==> src/design/cpu_pkg.sv <==
/*
 compare/pwm unit package: register indices, field layout, reset values,
 mode codes and an event carrier struct.
 assumes a 32-bit axi4-lite register bus on aclk.
*/
package cpu_pkg;

	// ==========================================================
	// register printed indices (byte offsets are these times four)
	localparam logic [7:0] CPU_IDX_CMP_LOW   = 8'h15;
	localparam logic [7:0] CPU_IDX_CMP_HIGH  = 8'h16;
	localparam logic [7:0] CPU_IDX_MODE_CTRL = 8'h17;
	localparam logic [7:0] CPU_IDX_TIMER_A   = 8'h40;
	localparam logic [7:0] CPU_IDX_TIMER_B   = 8'h41;
	localparam logic [7:0] CPU_IDX_PERIOD    = 8'h42;
	localparam logic [7:0] CPU_IDX_TB_CTRL   = 8'h43;
	localparam logic [7:0] CPU_IDX_STATUS    = 8'h44;
	localparam logic [7:0] CPU_IDX_SYS_CTRL  = 8'h45;

	// ==========================================================
	// field layout
	localparam int CPU_DUTY_LSB_POS   = 4;
	localparam int CPU_TB_ON_POS      = 2;
	localparam int CPU_ST_UNIT_FLAG   = 0;
	localparam int CPU_ST_OVF_FLAG    = 1;
	localparam int CPU_ST_PIN_POS     = 2;
	localparam int CPU_SC_ENABLE_POS  = 0;
	localparam int CPU_SC_ADC_EN_POS  = 1;
	localparam int CPU_SC_SECOND_POS  = 2;
	localparam int CPU_SC_TA_RUN_POS  = 3;

	// ==========================================================
	// reset values
	localparam logic [7:0]  CPU_RST_MODE_CTRL = 8'h00;
	localparam logic [7:0]  CPU_RST_PERIOD    = 8'hFF;
	localparam logic [7:0]  CPU_RST_TB_CTRL   = 8'h00;
	localparam logic [15:0] CPU_RST_TIMER_A   = 16'h0000;

	// ==========================================================
	// mode field codes
	typedef enum logic [3:0]
	{
		CPU_MODE_OFF      = 4'b0000,
		CPU_MODE_CMP_SET  = 4'b1000,
		CPU_MODE_CMP_CLR  = 4'b1001,
		CPU_MODE_CMP_SWI  = 4'b1010,
		CPU_MODE_CMP_TRIG = 4'b1011
	} cpu_mode_t;

	// pwm is selected by the two upper mode bits alone
	localparam logic [1:0] CPU_PWM_SEL = 2'b11;

	// ==========================================================
	// bus response codes
	localparam logic [1:0] CPU_RESP_OKAY   = 2'b00;
	localparam logic [1:0] CPU_RESP_SLVERR = 2'b10;

	// ==========================================================
	// carriers
	typedef struct packed
	{
		logic        start_conv;
		logic        timer_a_reset;
		logic        unit_irq;
	} cpu_event_t;

endpackage

==> src/design/cpu_compare_pwm_unit.sv <==
/*
 compare/pwm unit with its 16-bit and 8-bit time bases, reached over axi4-lite.
 assumes aclk at 250 MHz, synchronous active-low aresetn, and a single
 bus master with at most one read and one write in flight.
*/
// The AXI4-Lite slave port was decided locally.
// Behaviour
// - compare 16-bit value against 16-bit timer continuously, flag on equality
// - mode 1000 sets pin, 1001 clears pin, 1010 flags only; all flag
// - mode 1011 fires special event trigger and sets flag
// - mode 0000 turns unit off and resets its state
// - writing zero mode control forces compare output latch low
// - software interrupt mode leaves pin alone, raises request if enabled
// - special event trigger resets 16-bit timer, giving programmable period
// - second unit trigger also starts conversion when converter enabled
// - second unit trigger reset does not set timer overflow flag
// - pwm mode produces up to ten bit duty waveform on pin
// - writing zero mode control forces pwm output latch low
// - 8-bit timer equal to period clears on next increment
// - rollover sets pin high unless duty is zero
// - rollover copies duty low register into buffered high register
// - timer postscaler plays no part in pwm period
// - duty is low compare register over mode bits five and four
// - duty writes accepted anytime, effective after next period match
// - high compare register read-only while in pwm mode
// - duty double-buffered in high register plus hidden two-bit latch
// - pin cleared when buffered duty equals timer extended by two bits
// - duty above period never clears the pin in that period
// - 8-bit timer prescale ratios one, four and sixteen
`timescale 1ns/100ps
module cpu_compare_pwm_unit
	import cpu_pkg::*;
(
	input  wire logic        aclk,
	input  wire logic        aresetn,
	input  wire logic        s_axi_awvalid,
	output      logic        s_axi_awready,
	input  wire logic [31:0] s_axi_awaddr,
	input  wire logic [2:0]  s_axi_awprot,
	input  wire logic        s_axi_wvalid,
	output      logic        s_axi_wready,
	input  wire logic [31:0] s_axi_wdata,
	input  wire logic [3:0]  s_axi_wstrb,
	output      logic        s_axi_bvalid,
	input  wire logic        s_axi_bready,
	output      logic [1:0]  s_axi_bresp,
	input  wire logic        s_axi_arvalid,
	output      logic        s_axi_arready,
	input  wire logic [31:0] s_axi_araddr,
	input  wire logic [2:0]  s_axi_arprot,
	output      logic        s_axi_rvalid,
	input  wire logic        s_axi_rready,
	output      logic [31:0] s_axi_rdata,
	output      logic [1:0]  s_axi_rresp,
	output      logic        shared_output_pin,
	output      logic        unit_interrupt_request,
	output      logic        adc_start
);

	// ==========================================================
	// registers
	logic [7:0]  compare_value_low;
	logic [7:0]  compare_value_high;
	logic [7:0]  unit_mode_control;
	logic [7:0]  period_register;
	logic [7:0]  timer_b_control;
	logic [15:0] sixteen_bit_timer;
	logic [7:0]  eight_bit_timer;
	logic [3:0]  presc_cnt;
	logic [1:0]  duty_hidden;
	logic        out_latch;
	logic        unit_interrupt_flag;
	logic        timer_a_overflow_flag;
	logic [3:0]  sys_ctrl;
	logic [1:0]  phase;

	// ==========================================================
	// axi4-lite write channel state
	logic        aw_held;
	logic        w_held;
	logic [7:0]  aw_idx;
	logic [31:0] w_data;
	logic [3:0]  w_strb;

	// address words to printed index, only aligned low window mapped
	wire [7:0] aw_in_idx = s_axi_awaddr[9:2];
	wire [7:0] ar_in_idx = s_axi_araddr[9:2];
	wire       aw_take   = s_axi_awvalid && s_axi_awready;
	wire       w_take    = s_axi_wvalid && s_axi_wready;
	wire       wr_fire   = aw_held && w_held && !s_axi_bvalid;
	wire       wr_lane0  = wr_fire && w_strb[0];

	// decode of the write target
	wire wr_low    = wr_lane0 && (aw_idx == CPU_IDX_CMP_LOW);
	wire wr_high   = wr_lane0 && (aw_idx == CPU_IDX_CMP_HIGH);
	wire wr_mode   = wr_lane0 && (aw_idx == CPU_IDX_MODE_CTRL);
	wire wr_period = wr_lane0 && (aw_idx == CPU_IDX_PERIOD);
	wire wr_tbctl  = wr_lane0 && (aw_idx == CPU_IDX_TB_CTRL);
	wire wr_tmra   = wr_fire && (aw_idx == CPU_IDX_TIMER_A);
	wire wr_tmrb   = wr_lane0 && (aw_idx == CPU_IDX_TIMER_B);
	wire wr_status = wr_lane0 && (aw_idx == CPU_IDX_STATUS);
	wire wr_sys    = wr_lane0 && (aw_idx == CPU_IDX_SYS_CTRL);
	wire wr_known  = wr_low || wr_high || wr_mode || wr_period || wr_tbctl
		|| wr_tmra || wr_tmrb || wr_status || wr_sys
		|| (aw_idx == CPU_IDX_TIMER_A);

	// ==========================================================
	// mode decode
	wire [3:0] mode_field = unit_mode_control[3:0];
	wire       pwm_mode   = (mode_field[3:2] == CPU_PWM_SEL);
	wire       cmp_mode   = (mode_field[3:2] == 2'b10);
	wire       unit_off   = (mode_field == CPU_MODE_OFF);
	wire       tb_on      = timer_b_control[CPU_TB_ON_POS];
	wire       ta_run     = sys_ctrl[CPU_SC_TA_RUN_POS];
	wire       is_second  = sys_ctrl[CPU_SC_SECOND_POS];

	// compare match; only meaningful in compare modes
	wire cmp_match = cmp_mode && (sixteen_bit_timer == {compare_value_high,
		compare_value_low});
	wire trig_evt  = cmp_match && (mode_field == CPU_MODE_CMP_TRIG);

	// ==========================================================
	// 8-bit time base: a step per four core phases times 1/4/16, no postscaler
	wire [3:0] presc_lim  = timer_b_control[1] ? 4'hF :
		(timer_b_control[0] ? 4'h3 : 4'h0);
	wire       cyc_end    = (phase == 2'b11);
	wire       tb_tick    = tb_on && cyc_end && (presc_cnt == presc_lim);
	wire       per_match  = (eight_bit_timer == period_register);
	wire       rollover   = tb_tick && per_match;
	wire [1:0] next_phase = phase + 2'b01;
	wire [3:0] next_presc = (!tb_on || tb_tick) ? 4'h0 :
		(cyc_end ? presc_cnt + 4'h1 : presc_cnt);
	wire [7:0] next_tb    = wr_tmrb ? w_data[7:0] : (rollover ? 8'h00 :
		(tb_tick ? eight_bit_timer + 8'h01 : eight_bit_timer));
	// extension bits: core phase at 1:1, prescaler bits at 1:4 and 1:16
	wire [1:0] next_ext   = (presc_lim == 4'h0) ? next_phase :
		(timer_b_control[1] ? next_presc[3:2] : next_presc[1:0]);
	wire [9:0] duty_buf   = {compare_value_high, duty_hidden};
	wire [9:0] duty_next  = {compare_value_low,
		unit_mode_control[CPU_DUTY_LSB_POS+1:CPU_DUTY_LSB_POS]};
	// matched against the count the coming edge loads, so the pin falls with
	// it; a duty beyond the period is never reached by the count
	wire       duty_hit   = tb_on && ({next_tb, next_ext} == duty_buf);

	// ==========================================================
	// bus handshake
	always_ff @(posedge aclk)
	begin
		if (!aresetn)
		begin
			aw_held       <= 1'b0;
			w_held        <= 1'b0;
			aw_idx        <= 8'h00;
			w_data        <= 32'h0000_0000;
			w_strb        <= 4'h0;
			s_axi_bvalid  <= 1'b0;
			s_axi_bresp   <= CPU_RESP_OKAY;
		end
		else
		begin
			if (aw_take)
			begin
				aw_held <= 1'b1;
				aw_idx  <= (s_axi_awaddr[1:0] == 2'b00 && s_axi_awaddr[31:10] == '0)
					? aw_in_idx : 8'hFF;
			end
			if (w_take)
			begin
				w_held <= 1'b1;
				w_data <= s_axi_wdata;
				w_strb <= s_axi_wstrb;
			end
			if (wr_fire)
			begin
				aw_held      <= 1'b0;
				w_held       <= 1'b0;
				s_axi_bvalid <= 1'b1;
				s_axi_bresp  <= wr_known ? CPU_RESP_OKAY : CPU_RESP_SLVERR;
			end
			else if (s_axi_bvalid && s_axi_bready)
				s_axi_bvalid <= 1'b0;
		end
	end

	// readies registered from next state: none shows while its own slot is full or its channel's answer waits
	wire next_aw_held = aw_take || (aw_held && !wr_fire);
	wire next_w_held  = w_take || (w_held && !wr_fire);
	wire next_bvalid  = wr_fire || (s_axi_bvalid && !s_axi_bready);
	wire next_rvalid  = (s_axi_arvalid && s_axi_arready)
		|| (s_axi_rvalid && !s_axi_rready);
	always_ff @(posedge aclk)
	begin
		if (!aresetn)
		begin
			s_axi_awready <= 1'b0;
			s_axi_wready  <= 1'b0;
			s_axi_arready <= 1'b0;
		end
		else
		begin
			s_axi_awready <= !next_aw_held && !next_bvalid;
			s_axi_wready  <= !next_w_held && !next_bvalid;
			s_axi_arready <= !next_rvalid;
		end
	end

	// ==========================================================
	// read path
	logic [31:0] rd_word;
	logic        rd_ok;
	always_comb
	begin
		rd_word = 32'h0000_0000;
		rd_ok   = 1'b1;
		case (ar_in_idx)
			CPU_IDX_CMP_LOW:   rd_word[7:0]  = compare_value_low;
			CPU_IDX_CMP_HIGH:  rd_word[7:0]  = compare_value_high;
			CPU_IDX_MODE_CTRL: rd_word[7:0]  = {2'b00, unit_mode_control[5:0]};
			CPU_IDX_TIMER_A:   rd_word[15:0] = sixteen_bit_timer;
			CPU_IDX_TIMER_B:   rd_word[7:0]  = eight_bit_timer;
			CPU_IDX_PERIOD:    rd_word[7:0]  = period_register;
			CPU_IDX_TB_CTRL:   rd_word[7:0]  = timer_b_control;
			CPU_IDX_STATUS:    rd_word[2:0]  = {out_latch, timer_a_overflow_flag,
				unit_interrupt_flag};
			CPU_IDX_SYS_CTRL:  rd_word[3:0]  = sys_ctrl;
			default:           rd_ok         = 1'b0;
		endcase
		if (s_axi_araddr[1:0] != 2'b00 || s_axi_araddr[31:10] != '0)
			rd_ok = 1'b0;
	end

	always_ff @(posedge aclk)
	begin
		if (!aresetn)
		begin
			s_axi_rvalid <= 1'b0;
			s_axi_rdata  <= 32'h0000_0000;
			s_axi_rresp  <= CPU_RESP_OKAY;
		end
		else if (s_axi_arvalid && s_axi_arready)
		begin
			s_axi_rvalid <= 1'b1;
			s_axi_rdata  <= rd_ok ? rd_word : 32'h0000_0000;
			s_axi_rresp  <= rd_ok ? CPU_RESP_OKAY : CPU_RESP_SLVERR;
		end
		else if (s_axi_rvalid && s_axi_rready)
			s_axi_rvalid <= 1'b0;
	end

	// ==========================================================
	// software-held configuration
	always_ff @(posedge aclk)
	begin
		if (!aresetn)
		begin
			compare_value_low <= 8'h00;
			unit_mode_control <= CPU_RST_MODE_CTRL;
			period_register   <= CPU_RST_PERIOD;
			timer_b_control   <= CPU_RST_TB_CTRL;
			sys_ctrl          <= 4'h0;
		end
		else
		begin
			if (wr_low)
				compare_value_low <= w_data[7:0];
			if (wr_mode)
				unit_mode_control <= {2'b00, w_data[5:0]};
			if (wr_period)
				period_register <= w_data[7:0];
			if (wr_tbctl)
				timer_b_control <= {1'b0, w_data[6:0]};
			if (wr_sys)
				sys_ctrl <= w_data[3:0];
		end
	end

	// ==========================================================
	// high compare byte: software value in compare, duty buffer in pwm
	always_ff @(posedge aclk)
	begin
		if (!aresetn)
		begin
			compare_value_high <= 8'h00;
			duty_hidden        <= 2'b00;
		end
		else if (pwm_mode && rollover)
		begin
			compare_value_high <= duty_next[9:2];
			duty_hidden        <= duty_next[1:0];
		end
		else if (wr_high && !pwm_mode)
			compare_value_high <= w_data[7:0];
	end

	// ==========================================================
	// 16-bit time base; the trigger reset wins over a software write
	always_ff @(posedge aclk)
	begin
		if (!aresetn)
			sixteen_bit_timer <= CPU_RST_TIMER_A;
		else if (trig_evt)
			sixteen_bit_timer <= CPU_RST_TIMER_A;
		else if (wr_tmra)
			sixteen_bit_timer <= w_data[15:0];
		else if (ta_run)
			sixteen_bit_timer <= sixteen_bit_timer + 16'h0001;
	end

	// ==========================================================
	// 8-bit time base and core phase
	always_ff @(posedge aclk)
	begin
		if (!aresetn)
		begin
			eight_bit_timer <= 8'h00;
			presc_cnt       <= 4'h0;
			phase           <= 2'b00;
		end
		else
		begin
			phase           <= next_phase;
			eight_bit_timer <= next_tb;
			presc_cnt       <= next_presc;
		end
	end

	// ==========================================================
	// flags: hardware set wins over software clear (write one to clear)
	wire ovf_evt = ta_run && !trig_evt && (sixteen_bit_timer == 16'hFFFF);
	always_ff @(posedge aclk)
	begin
		if (!aresetn)
		begin
			unit_interrupt_flag   <= 1'b0;
			timer_a_overflow_flag <= 1'b0;
		end
		else
		begin
			if (cmp_match)
				unit_interrupt_flag <= 1'b1;
			else if (wr_status && w_data[CPU_ST_UNIT_FLAG])
				unit_interrupt_flag <= 1'b0;
			// trigger resets never count as overflow
			if (ovf_evt)
				timer_a_overflow_flag <= 1'b1;
			else if (wr_status && w_data[CPU_ST_OVF_FLAG])
				timer_a_overflow_flag <= 1'b0;
		end
	end

	// ==========================================================
	// output latch, separate from any port data latch
	always_ff @(posedge aclk)
	begin
		if (!aresetn)
			out_latch <= 1'b0;
		else if (unit_off || (mode_field[3] == 1'b0))
			out_latch <= 1'b0;
		else if (pwm_mode)
		begin
			if (rollover)
				out_latch <= (duty_next != 10'h000);
			else if (duty_hit)
				out_latch <= 1'b0;
		end
		else if (cmp_match && mode_field == CPU_MODE_CMP_SET)
			out_latch <= 1'b1;
		else if (cmp_match && mode_field == CPU_MODE_CMP_CLR)
			out_latch <= 1'b0;
		// software interrupt and trigger modes hold the pin
	end

	// ==========================================================
	// registered outputs
	always_ff @(posedge aclk)
	begin
		if (!aresetn)
		begin
			shared_output_pin      <= 1'b0;
			unit_interrupt_request <= 1'b0;
			adc_start              <= 1'b0;
		end
		else
		begin
			shared_output_pin      <= out_latch;
			unit_interrupt_request <= unit_interrupt_flag
				&& sys_ctrl[CPU_SC_ENABLE_POS];
			adc_start              <= trig_evt && is_second
				&& sys_ctrl[CPU_SC_ADC_EN_POS];
		end
	end

endmodule

==> config.mk <==
export PLATFORM = sky130hd
export DESIGN_NAME = cpu_compare_pwm_unit
export DESIGN_NICKNAME = d
export VERILOG_FILES = /design/src/design/cpu_pkg.sv /design/src/design/cpu_compare_pwm_unit.sv
export SDC_FILE = /design/constraint.sdc
export NUM_CORES = 1
export LEC_CHECK = 0
export BUFFER_PORTS_ARGS = -buffer_cell sky130_fd_sc_hd__buf_2
export CAP_MARGIN = 30
export CORE_ASPECT_RATIO = 2
export CORE_UTILIZATION = 55
export CTS_BUF_LIST = sky130_fd_sc_hd__clkbuf_4 sky130_fd_sc_hd__clkbuf_8
export DETAILED_ROUTE_END_ITERATION = 8
export GPL_ROUTABILITY_DRIVEN = 1
export HOLD_SLACK_MARGIN = 0.12
export PLACE_DENSITY_LB_ADDON = 0.12
export SLEW_MARGIN = 0
export SYNTH_ARGS = -nofsm -noshare
export SYNTH_HDL_FRONTEND = slang
export SYNTH_SLANG_ARGS = --single-unit
==> constraint.sdc <==
create_clock -name aclk -period 2.63 [get_ports aclk]
set_input_delay 0 -clock aclk [delete_from_list [all_inputs] [get_ports aclk]]
set_output_delay 0 -clock aclk [all_outputs]
set_load 0.005 [all_outputs]
==> results.toml <==
[yosys]
synth.top_cell.area_share_pct = 37.04
synth_ff_type = "dfxtp_1"
synth-seq-cells = 129
yosys_warnings = 0
synth.area.top_cells = "dfxtp_1 37%, mux2i_1 5.7%, nand2_1 5.4%, nor2b_1 4.6%, xnor2_1 3.8%"
yosysSeqAreaShare_pct = 37.04
synth_edf_count = 0
synth_area_um2 = 6973
synthArstFlopShare_pct = 0
syn_avg_cell_area_um2 = 8.483
synthCells = 822
yosys.area.top_type = "dfxtp_1"
ys_types = 64

[routing]
num_vias = 6873
avgViaCountPerCell = 6.013
ant_nets = 0
wl_per_cell_um = 20.48
first_pass_iters = 5
drc = 0
drtIter0Drc = 415
wl_um = 23410

[run]
max_cap_violations = 0

[floorplanning]
ios = 157
std_cell_rows = 57
dieArea_um2 = 13160
chipWidth_um = 81.62
start_util_pct = 56.84
die_h_um = 161.2
core_area_um2 = 12270

[sta]
fmax_ghz = 0.3999
fin_crit_ps = 2501
worst_slew_pin_slew_ps = 691.0
slew-limit-headroom_pct = 53.93
finalClockSkew_ps = 14.94
fin_tns_setup_ps = 0
drv_slew = 0
setup_slack_ps = 129.4
rsz0062_at_grt = "false"
setup_violations = 0
hold_viol = 0
period_share_pct = 95.08

[cts]
clk_pin_slew_ps = 90
clock-root-buffer = "clkbuf_8"
cts_made_buffers = 17
cts_tree = "built"
insertion_delay_ps = 470
cts.sinks = 129
cts_buffer_depth = 2
cts.htree.levels = 4

[finish]
filler_cell_count = 1010
diodes = 0
seqCellArea_um2 = 2582
area_growth_pct = 23.51
nNetsFinal = 1100
multi_input_area_um2 = 4106
drive_gt1_share_pct = 21.59
design_area_um2 = 8612

[grt]
grt_pass1_vias = 6965
grt-ovfl-total = 0
grt_max_degree = 44
antenna_found_initial = 0
grt_pass1_wl_um = 35870
grtUsageTotal_pct = 37.11

[outcome]
status = "finished clean"

[critical_path]
path_max_fanout = 5
path_buf_inv = 0
crit_path_start_kind = "flop"
max_stage_delay_ps = 410
r2r_slack_ps = 130
path_class = "reg2reg"
crit_family = "simple AND/OR/NAND/NOR gates"
cp_cell_sequence = "nor4_1, nand2_1, a21o_1, nand4_1, mux2_2, or3_1, nor4_2, o21ai_1"
cp-end-kind = "flop"
crit_slowest_cell = "or3_1"
crit_required_ps = 2980
arrival_ps = 2860

[pwr]
power_leakage_nw = 3.507
total_power_mw = 4.031
ir_worst_vdd_mv = 0.3806
power_density_nw_per_um2 = 468.1

[placement]
routabilityCongestion = 0.9685
io_buffers = 113
place_area_um2 = 7716
dp_slack_ps = 122.1
dpl.hpwl_um = 16920

[worst_hold_path]
hold_path_class = "in2reg"
-- logic make-up after synthesis --
family | synth area share (%)
fa+ha+maj | 0.7178
other cells | 0.05378
xor+xnor | 6.783
buf+inv | 5.419
flops | 37.04
compound gates | 17.55
mux | 7.034
simple gates | 25.41
-- Yosys cell counts (all sizes together), types with 3 or more instances --
master / count
o21ai: 24
a21boi: 32
a31oi: 3
ha: 4
mux2: 6
a211oi: 21
nand3: 24
and3: 9
nand2b: 5
a32oi: 4
nand3b: 6
o221a: 9
xnor2: 30
a22oi: 23
mux2i: 40
clkbuf: 49
nor4: 20
nor3b: 6
a221oi: 4
xor2: 24
a21o: 5
nand4b: 3
a21oi: 22
nor3: 18
o22ai: 3
o211ai: 4
or3: 4
nand2: 101
o2111ai: 3
nor2: 48
or4: 3
and2: 13
buf: 26
inv: 6
nor2b: 51
nand4: 15
dfxtp: 129
-- worst paths after layout --
| kind | to | cells past startpoint | startpoint |
|---|---|---|---|
| max | out_latch | 8 | presc_cnt[1] |
| min | s_axi_rdata[3] | 6 | s_axi_araddr[19] |
| max reg2reg | out_latch | 8 | presc_cnt[1] |
| min reg2reg | s_axi_bresp[1] | 2 | s_axi_bresp[1] |
-- cell type report --
type / instances / area share (%)
clock buffers: 17 / 2.717
multi-input cells: 629 / 47.68
clock inverters: 15 / 1.642
inverters: 6 / 0.2615
flip-flops and latches: 129 / 29.99
repair buffers: 200 / 15.57
well taps: 147 / 2.136
-- per-layer routing --
| metal | vias up | wire, um | track usage (%) |
|---|---|---|---|
| met3 | 98 | 1207 | 7.853 |
| met5 | - | 0 | 0 |
| met2 | 279 | 12460 | 66.55 |
| met4 | 0 | 1841 | 29.51 |
| met1 | 3274 | 7905 | 34.44 |
| li1 | 3222 | - | - |
-- layout by cell type (no fill, tap or decap), types with 17 or more instances in the layout --
cell	instances
dfxtp_1	129
buf_2	113
nand2_1	101
nor2b_1	51
dlygate4sd3_1	49
nor2_1	48
mux2i_1	40
buf_4	38
a21boi_0	32
xnor2_1	30
nand3_1	24
xor2_1	24
a22oi_1	23
a21oi_1	22
o21ai_0	22
a211oi_1	21
conb_1	18
clkbuf_8	17
-- flip-flops by register name (all words and copies together) (netlist names), 2 cells and up --
name and cells:
compare_value_low 8, duty_hidden 2, w_data 16, compare_value_high 8, period_register 8, presc_cnt 4, eight_bit_timer 8, timer_b_control 7
phase 2, s_axi_rdata 16, unit_mode_control 6, aw_idx 8, sys_ctrl 4, sixteen_bit_timer 16
-- worst register-to-register path, delay by kind of cell, from the launching register on --
family           cells  cell delay (ps)
flip-flops           1              370
multiplexers         1              400
AND/OR/NAND/NOR      5             1320
AO/OA/AOI/OAI        2              300
-- power breakdown --
part | total (mW) | internal, mW | leakage, nW | switching (mW)
combinational | 0.353 | 0.178 | 2.28 | 0.175
clock | 1.66 | 0.700 | 0.188 | 0.958
sequential | 2.02 | 1.99 | 1.04 | 0.0348
total | 4.03 | 2.86 | 3.51 | 1.17
-- metrics by stage --
step,std cells,hold WS [ps],utilization [%]
floorplan,839,144.9,-
global placement,1062,251.5,62.90
detailed placement,1062,262.3,62.90
CTS,1143,123.5,69.96
global route,1143,179.7,70.21
finish,1143,115.1,70.21
-- repair_timing --
| action | CTS | global route |
|---|---|---|
| endpoints found under the hold margin | 47 | 0 |
| setup endpoints to repair | 0 | 1 |
| buffers inserted | 0 | 0 |
| gates resized for setup | 0 | 6 |
| hold buffers | 49 | 0 |
Note: power is estimated with default switching activity, not from simulation.
